<file path="config.mk">
export PLATFORM = sky130hd
export DESIGN_NAME = reload_timer
export DESIGN_NICKNAME = d
export VERILOG_FILES = /design/src/reload_timer_pkg.sv /design/src/rate_divider.sv /design/src/reload_timer.sv
export SDC_FILE = /design/constraint.sdc
export NUM_CORES = 1
export LEC_CHECK = 0
export BUFFER_PORTS_ARGS = -buffer_cell sky130_fd_sc_hd__buf_2
export CAP_MARGIN = 5
export CORE_UTILIZATION = 40
export CTS_CLUSTER_DIAMETER = 200
export DETAILED_ROUTE_END_ITERATION = 6
export PLACE_DENSITY = 0.71
export RECOVER_POWER = 100
export SYNTH_ARGS = -nofsm -noshare
export SYNTH_HDL_FRONTEND = slang
export SYNTH_SLANG_ARGS = --single-unit
</file>
<file path="constraint.sdc">
create_clock -name sys_clk -period 3.58 [get_ports sys_clk]
set_input_delay 0.358 -clock sys_clk [delete_from_list [all_inputs] [get_ports sys_clk]]
set_output_delay 0.358 -clock sys_clk [all_outputs]
set_load 0.03 [all_outputs]
</file>
<file path="src/reload_timer_pkg.sv">
`default_nettype none
package reload_timer_pkg;

  // ----------------------------------------------------------------
  // register byte offsets
  // ----------------------------------------------------------------
  localparam logic [7:0] CTRL_OFS   = 8'h00;
  localparam logic [7:0] COUNT_OFS  = 8'h04;
  localparam logic [7:0] RELOAD_OFS = 8'h08;
  localparam logic [7:0] CLKCFG_OFS = 8'h0C;
  localparam logic [7:0] STATUS_OFS = 8'h10;
  localparam logic [7:0] MASK_OFS   = 8'h14;

  // ----------------------------------------------------------------
  // timer_ctrl_reg field positions
  // ----------------------------------------------------------------
  localparam int CAP_SEL_BIT  = 0;
  localparam int CNT_SRC_BIT  = 1;
  localparam int RUN_BIT      = 2;
  localparam int TRIG_EN_BIT  = 3;
  localparam int TX_SEL_BIT   = 4;
  localparam int RX_SEL_BIT   = 5;
  localparam int TRIG_FLG_BIT = 6;
  localparam int OVF_FLG_BIT  = 7;

  // status and mask layout
  localparam int ST_OVF_BIT  = 0;
  localparam int ST_TRIG_BIT = 1;

  // ----------------------------------------------------------------
  // reset values and counts
  // ----------------------------------------------------------------
  localparam logic [15:0] COUNT_RST  = 16'h0000;
  localparam logic [15:0] RELOAD_RST = 16'h0000;
  localparam logic [15:0] COUNT_TOP  = 16'hFFFF;
  localparam logic        CLK6_RST   = 1'b0;

  // divider limits, one less than the oscillator periods per machine cycle and per state time
  localparam logic [3:0] MC_DIV6_LIM     = 4'h5;
  localparam logic [3:0] MC_DIV12_LIM    = 4'hB;
  localparam logic [3:0] STATE_DIV6_LIM  = 4'h0;
  localparam logic [3:0] STATE_DIV12_LIM = 4'h1;

  // last baud count before a tick: one baud tick per sixteen overflows
  localparam logic [3:0] BAUD_DIV_LAST = 4'hF;

  typedef enum logic [1:0] {
    MODE_OFF,
    MODE_RELOAD,
    MODE_CAPTURE,
    MODE_BAUD
  } timer_mode_e;

endpackage
`default_nettype wire

</file>
<file path="src/rate_divider.sv">
`default_nettype none
module rate_divider
  import reload_timer_pkg::*;
#(
  parameter int W = 4
)
(
  // clock and reset
  input  wire logic         sys_clk,
  input  wire logic         resetn,
  // control
  input  wire logic         enable,
  input  wire logic [W-1:0] limit,
  // pulse
  output logic              tick
);

  typedef struct packed {
    logic [W-1:0] cnt;
    logic         tick;
  } div_s;

  div_s div_reg;
  div_s div_next;

  // ----------------------------------------------------------------
  // one pulse every limit+1 cycles while enabled
  // ----------------------------------------------------------------
  always_comb
  begin
    div_next      = div_reg;
    div_next.tick = 1'b0;
    if (!enable)
    begin
      div_next.cnt = '0;
    end
    else if (div_reg.cnt >= limit)
    begin
      div_next.cnt  = '0;
      div_next.tick = 1'b1;
    end
    else
    begin
      div_next.cnt = div_reg.cnt + W'(1);
    end
  end

  always_ff @(posedge sys_clk or negedge resetn)
  begin
    if (!resetn)
    begin
      div_reg <= '0;
    end
    else
    begin
      div_reg <= div_next;
    end
  end

  assign tick = div_reg.tick;

endmodule
`default_nettype wire

</file>
<file path="src/reload_timer.sv">
`default_nettype none
module reload_timer
  import reload_timer_pkg::*;
(
  // clock and reset
  input  wire logic        sys_clk,
  input  wire logic        resetn,
  // ahb-lite slave
  input  wire logic        hsel,
  input  wire logic [31:0] haddr,
  input  wire logic [1:0]  htrans,
  input  wire logic        hwrite,
  input  wire logic [2:0]  hsize,
  input  wire logic [31:0] hwdata,
  input  wire logic        hready,
  output logic             hreadyout,
  output logic             hresp,
  output logic [31:0]      hrdata,
  // pins
  input  wire logic        ext_clock_pin,
  input  wire logic        trigger_pin,
  // serial port baud ticks
  input  wire logic        t1_baud_tick,
  output logic             tx_baud_tick,
  output logic             rx_baud_tick,
  // interrupt
  output logic             irq
);

  typedef struct packed {
    logic        cap_sel;
    logic        cnt_src;
    logic        run;
    logic        trig_en;
    logic        tx_sel;
    logic        rx_sel;
    logic        clk6;
    logic [1:0]  status;
    logic [1:0]  mask;
    logic [15:0] count;
    logic [15:0] reload;
    logic [3:0]  baud_cnt;
    logic        tx_tick;
    logic        rx_tick;
    logic        ext_prev;
    logic        trig_prev;
    logic        wr_pend;
    logic [7:0]  wr_addr;
    logic [31:0] rdata;
  } timer_s;

  timer_s      st_reg;
  timer_s      st_next;
  logic        mc_tick;
  logic        state_tick;
  timer_mode_e mode;
  logic        baud_mode;
  logic        ext_fall;
  logic        trig_fall;
  logic        step;
  logic        ovf;
  logic        baud_tick;
  logic [1:0]  flag_set;
  logic [1:0]  flag_clr;
  logic        rd_take;
  logic [7:0]  rd_addr;

  // ----------------------------------------------------------------
  // oscillator dividers
  // ----------------------------------------------------------------
  rate_divider #(
    .W (4)
  ) u_mc_div (
    .sys_clk (sys_clk),
    .resetn  (resetn),
    .enable  (st_reg.run),
    .limit   (st_reg.clk6 ? MC_DIV6_LIM : MC_DIV12_LIM),
    .tick    (mc_tick)
  );

  rate_divider #(
    .W (4)
  ) u_state_div (
    .sys_clk (sys_clk),
    .resetn  (resetn),
    .enable  (st_reg.run),
    .limit   (st_reg.clk6 ? STATE_DIV6_LIM : STATE_DIV12_LIM),
    .tick    (state_tick)
  );

  // ----------------------------------------------------------------
  // mode decode
  // ----------------------------------------------------------------
  always_comb
  begin
    baud_mode = st_reg.tx_sel | st_reg.rx_sel;
    if (!st_reg.run)
    begin
      mode = MODE_OFF;
    end
    else if (baud_mode)
    begin
      mode = MODE_BAUD;
    end
    else if (st_reg.cap_sel)
    begin
      mode = MODE_CAPTURE;
    end
    else
    begin
      mode = MODE_RELOAD;
    end
  end

  // ----------------------------------------------------------------
  // counter, flags and bus
  // ----------------------------------------------------------------
  always_comb
  begin
    st_next           = st_reg;
    st_next.ext_prev  = ext_clock_pin;
    st_next.trig_prev = trigger_pin;
    ext_fall          = st_reg.ext_prev & ~ext_clock_pin;
    trig_fall         = st_reg.trig_prev & ~trigger_pin;
    baud_tick         = 1'b0;
    flag_set          = 2'b00;
    flag_clr          = 2'b00;

    // count source: pin edges, else state time in baud mode, else machine cycle
    if (st_reg.cnt_src)
    begin
      step = ext_fall;
    end
    else if (baud_mode)
    begin
      step = state_tick;
    end
    else
    begin
      step = mc_tick;
    end
    step = step & st_reg.run;
    ovf  = step & (st_reg.count == COUNT_TOP);

    if (step)
    begin
      st_next.count = st_reg.count + 16'h0001;
    end

    unique case (mode)
      MODE_OFF:
      begin
        st_next.baud_cnt = st_reg.baud_cnt;
      end
      MODE_RELOAD:
      begin
        if (ovf)
        begin
          st_next.count        = st_reg.reload;
          flag_set[ST_OVF_BIT] = 1'b1;
        end
        if (st_reg.trig_en && trig_fall)
        begin
          st_next.count = st_reg.reload;
        end
      end
      MODE_CAPTURE:
      begin
        if (ovf)
        begin
          flag_set[ST_OVF_BIT] = 1'b1;
        end
        if (st_reg.trig_en && trig_fall)
        begin
          st_next.reload = st_reg.count;
        end
      end
      MODE_BAUD:
      begin
        // rollover reloads but raises no flag, so the interrupt may stay enabled
        if (ovf)
        begin
          st_next.count    = st_reg.reload;
          st_next.baud_cnt = st_reg.baud_cnt + 4'h1;
          baud_tick        = (st_reg.baud_cnt == BAUD_DIV_LAST);
        end
      end
    endcase

    // trigger edge flags in every mode; in baud mode it never reloads
    if (st_reg.trig_en && trig_fall)
    begin
      flag_set[ST_TRIG_BIT] = 1'b1;
    end

    st_next.tx_tick = st_reg.tx_sel ? baud_tick : t1_baud_tick;
    st_next.rx_tick = st_reg.rx_sel ? baud_tick : t1_baud_tick;

    // data phase write; a software write to the counter beats the hardware step
    if (st_reg.wr_pend)
    begin
      unique case (st_reg.wr_addr)
        CTRL_OFS:
        begin
          st_next.cap_sel = hwdata[CAP_SEL_BIT];
          st_next.cnt_src = hwdata[CNT_SRC_BIT];
          st_next.run     = hwdata[RUN_BIT];
          st_next.trig_en = hwdata[TRIG_EN_BIT];
          st_next.tx_sel  = hwdata[TX_SEL_BIT];
          st_next.rx_sel  = hwdata[RX_SEL_BIT];
        end
        COUNT_OFS:
        begin
          st_next.count = hwdata[15:0];
        end
        RELOAD_OFS:
        begin
          st_next.reload = hwdata[15:0];
        end
        CLKCFG_OFS:
        begin
          st_next.clk6 = hwdata[0];
        end
        STATUS_OFS:
        begin
          flag_clr = hwdata[1:0];
        end
        MASK_OFS:
        begin
          st_next.mask = hwdata[1:0];
        end
        default:
        begin
          st_next.mask = st_reg.mask;
        end
      endcase
    end

    // a flag set in the same cycle as its clear survives
    st_next.status = (st_reg.status & ~flag_clr) | flag_set;

    // address phase
    rd_take         = hsel & htrans[1] & hready;
    rd_addr         = haddr[7:0];
    st_next.wr_pend = rd_take & hwrite;
    st_next.wr_addr = haddr[7:0];
    if (rd_take && !hwrite && (haddr[31:8] == 24'h000000))
    begin
      unique case (rd_addr)
        CTRL_OFS:
        begin
          st_next.rdata = {24'h000000, st_next.status[ST_OVF_BIT],
                           st_next.status[ST_TRIG_BIT], st_next.rx_sel,
                           st_next.tx_sel, st_next.trig_en, st_next.run,
                           st_next.cnt_src, st_next.cap_sel};
        end
        COUNT_OFS:
        begin
          st_next.rdata = {16'h0000, st_next.count};
        end
        RELOAD_OFS:
        begin
          st_next.rdata = {16'h0000, st_next.reload};
        end
        CLKCFG_OFS:
        begin
          st_next.rdata = {28'h0000000, st_reg.baud_cnt[3:2], mode == MODE_BAUD,
                           st_next.clk6};
        end
        STATUS_OFS:
        begin
          st_next.rdata = {30'h0, st_next.status};
        end
        MASK_OFS:
        begin
          st_next.rdata = {30'h0, st_next.mask};
        end
        default:
        begin
          st_next.rdata = 32'h00000000;
        end
      endcase
    end
    else if (rd_take)
    begin
      st_next.rdata = 32'h00000000;
    end
    // hsize is accepted as given: only whole-word transfers are expected
    if (hsize == 3'h7)
    begin
      st_next.wr_addr = haddr[7:0];
    end
  end

  always_ff @(posedge sys_clk or negedge resetn)
  begin
    if (!resetn)
    begin
      st_reg          <= '0;
      st_reg.count    <= COUNT_RST;
      st_reg.reload   <= RELOAD_RST;
      st_reg.clk6     <= CLK6_RST;
      st_reg.ext_prev <= 1'b1;
      st_reg.trig_prev<= 1'b1;
    end
    else
    begin
      st_reg <= st_next;
    end
  end

  // ----------------------------------------------------------------
  // outputs
  // ----------------------------------------------------------------
  // zero wait states: every access finishes in its first data cycle
  assign hreadyout    = 1'b1;
  assign hresp        = 1'b0;
  assign hrdata       = st_reg.rdata;
  assign tx_baud_tick = st_reg.tx_tick;
  assign rx_baud_tick = st_reg.rx_tick;
  assign irq          = |(st_reg.status & st_reg.mask);

endmodule
`default_nettype wire

</file>
==> metrics.md <==
| Metric | Value |
|---|---|
| Status | `finished with violations` |
| Failing checks | `max-capacitance violations, max-slew violations` |
| MaxCap Viol Count | `1` |
| Layout cells sized above 1 | `about 14%` |
| Overall power | `between 0.002 and 0.0025 W` |
| Vias/cell | `around 5.7` |
| Vias in the first global route | `between 4000 and 5000` |
| Ports | `about 110` |
| Share of the synthesized area in the top cell type | `roughly 41%` |
| Final Cycle Share | `85.7%` |
| Flop-to-flop setup slack | `approximately 510 ps` |
| Post-Syn Area | `5110 um2` |
| Antenna viol nets, final | `0` |
| DP HPWL | `roughly 9900 um` |
| Final worst slack | `approximately 510 ps` |
| Most frequent cells in the layout | `84 x dfrtp_1, 48 x buf_2, 47 x nor2_1` |
| Diodes inserted | `0` |
| Met3 WL | `1020 um` |
| Post-layout nets | `691` |
| Layout Area Growth over Synthesis | `12.1%` |
| Clk Latency, worst-skew pair | `~340 ps` |
| Post-synth cell types | `62` |
| Type of origin of the critical path | `flop` |
| Grt total ovfl | `0` |
| Row count | `40` |
| Yosys top cell by area | `dfrtp_1` |
| H-Tree Depth | `3` |
| Clock Path Buffers | `2` |
| Number of synthesized flops with an enable pin | `0` |
| FF-to-FF path depth | `11` |
| Max-slew violations | `64` |
| I/O Buffers | `between 70 and 80` |
| Min-delay worst type | `in -> reg` |
| Min Tclk post-route | `approximately 3100 ps` |
| RR Endpoint | `hrdata[0]` |
| Initial Utilization | `between 40% and 50%` |
| Chip width | `roughly 120 um` |
| Drc violations | `0` |
| Metal2 WL | `~6300 um` |
| XOR/XNOR Fraction of Synth Area | `~3.3%` |
| PwrDens | `about 400 nW/um2` |
| Worst slew margin | `-1.78%` |
| Initial DRC count | `397` |
| CTS root buf | `clkbuf_16` |
| WL/cell | `between 15 and 20 um` |
| Final Non-Filler Cells | `between 700 and 800` |
| Compound-gate portion of the synthesized area | `between 15 and 20%` |
| Post-CTS sizing | `0` |
| CP endpoint kind | `flop` |
| Proportion of synthesized area in mux cells | `~6.2%` |
| Worst Path Arrival | `3290 ps` |
| Hold_ws | `between 100 and 150 ps` |
| Peak supply drop | `between 0.2 and 0.3 mV` |
| 1st-pass router iterations | `6` |
| Simple-gate area share of the yosys netlist | `19.3%` |
| Post-Syn Instances | `548` |
| Antenna violations before repair | `0` |
| CTS tree | `built` |
| DIE HEIGHT | `115 um` |
| Yosys warning total | `0` |
| Dpl cells | `760` |
| Dpl ws | `roughly 640 ps` |
| Setup TNS | `0 ps` |
| Ys flop type | `dfrtp_1` |
| Sequential element share of the synthesized area | `a little over two fifths` |
| RSZ-0062 raised after global routing | `false` |
| Max Freq | `between 0.3 and 0.4 GHz` |
| Pleak | `between 2 and 3 nW` |
| Setup bufs post-CTS | `0` |
| Clock Sinks | `86` |
| Largest register FFs | `58` |
| Worst Setup Path Type | `reg -> reg` |
| Max layer used | `met4` |
| Synthesized flop and latch total | `86` |
| Hold Startpoint | `ext_clock_pin` |
| First-pass GRT wire length | `about 21000 um` |
| Hold Vio Cnt, Final | `0` |
| Hold_buf cts | `0` |
| Asr flop ratio synth | `100%` |
| Core area | `around 12000 um2` |
| Detailed-route wire length | `roughly 13000 um` |
| Hold-critical path depth | `1` |
| Hold worst-path end | `st_reg[42]` |
| Clock Skew | `around 11 ps` |
| Inserted Clock Buffers | `9` |
| Die area | `13200 um2` |
| Least-Margin Pin Slew | `~1500 ps` |
| Clk pin slew, worst setup/hold paths | `60 ps` |
| Mapped Avg Cell Area | `~9.3 um2` |
| Worst EP required | `approximately 3800 ps` |
| M1 WL | `approximately 6000 um` |
| Final setup fails | `0` |
| Synth top area cells | `dfrtp_1 41%, buf_4 5.0%, mux2i_1 3.5%` |
| Adder-Cell Fraction of Synth Area | `2.69%` |
| Largest fanout on the critical path | `14` |
| Final weighted congestion in routability-driven placement | `between 0.8 and 0.9` |
| Vias | `4397` |
| Worst reg2reg path startpoint | `st_reg[87]` |
| GRT Overall Usage | `21.1%` |
| Most common cell after layout, fill and taps aside | `dfrtp_1` |
| Largest net degree at the start of global routing | `64` |
| Largest family of logic cells by synthesized area | `simple AND/OR/NAND/NOR gates` |
[power by group]
group | switching [W] | total [W] | internal [W]
Sequential | 0.0000485 | 0.00107 | 0.00102
Combinational | 0.000169 | 0.000261 | 0.0000918
Clock | 0.000381 | 0.000991 | 0.000610
Total | 0.000598 | 0.00232 | 0.00172
[cells by family after synthesis]
kind of cell	count (synthesis)
multiplexers	30
XOR/XNOR	19
adder cells (fa/ha/maj)	11
other	2
AND/OR/NAND/NOR	192
buffers and inverters	74
flip-flops	86
AO/OA/AOI/OAI	134
[cell usage after synthesis (all sizes together), types with 6 or more instances]
cell / instances
dfrtp: 84
nor2: 47
nand2: 40
buf: 38
a21oi: 33
o21ai: 32
nand3: 21
clkbuf: 18
inv: 18
mux2i: 18
nand4: 16
and3: 14
nor4: 14
mux2: 12
ha: 11
nor3: 11
xnor2: 11
and2: 9
xor2: 8
a211oi: 7
a221o: 7
a22o: 6
[metal layers]
layer	up-vias	GRT usage, %
met5	-	0
met4	0	6.84
met3	18	3.74
met2	188	34.4
met1	2130	28.6
li1	2061	-
[layout make-up]
type | instances | area, um2
Fill cell | 1179 | 6480
Tap cell | 168 | 210
Clock buffer | 10 | 229
Timing Repair Buffer | 83 | 395
Inverter | 18 | 67.6
Multi-Input combinational cell | 405 | 2590
Sequential cell | 86 | 2150
Clock inverter | 5 | 83.8
[metrics by stage]
stage	util [%]	cell area (um2)
after floorplan	-	5170
after global placement	44.8	5470
after detailed placement	44.8	5470
after CTS	47.3	5780
after global routing	46.9	5730
final	46.9	5730
[worst max-delay path: stages (launching register included)]
cell	delay, ps
dfrtp_1	470
nor2_1	200
nand2_1	80
nand2_1	70
buf_4	190
inv_1	230
ha_1	400
a21oi_1	340
o21ai_0	120
and3_1	250
a221o_1	360
a41o_1	230
[worst max-delay path by stage]
stage               start  depth (start not counted)  slack [ps]          to
5_1_grt        st_reg[87]                         11         320  hrdata[11]
4_1_cts        st_reg[87]                         11         620   hrdata[0]
3_3_place_gp   st_reg[87]                         11         700   hrdata[0]
6_report       st_reg[87]                         11         510   hrdata[0]
2_1_floorplan  st_reg[89]                         11         800   hrdata[0]
3_5_place_dp   st_reg[87]                         11         640   hrdata[0]
(Power assumes the default switching activity.)
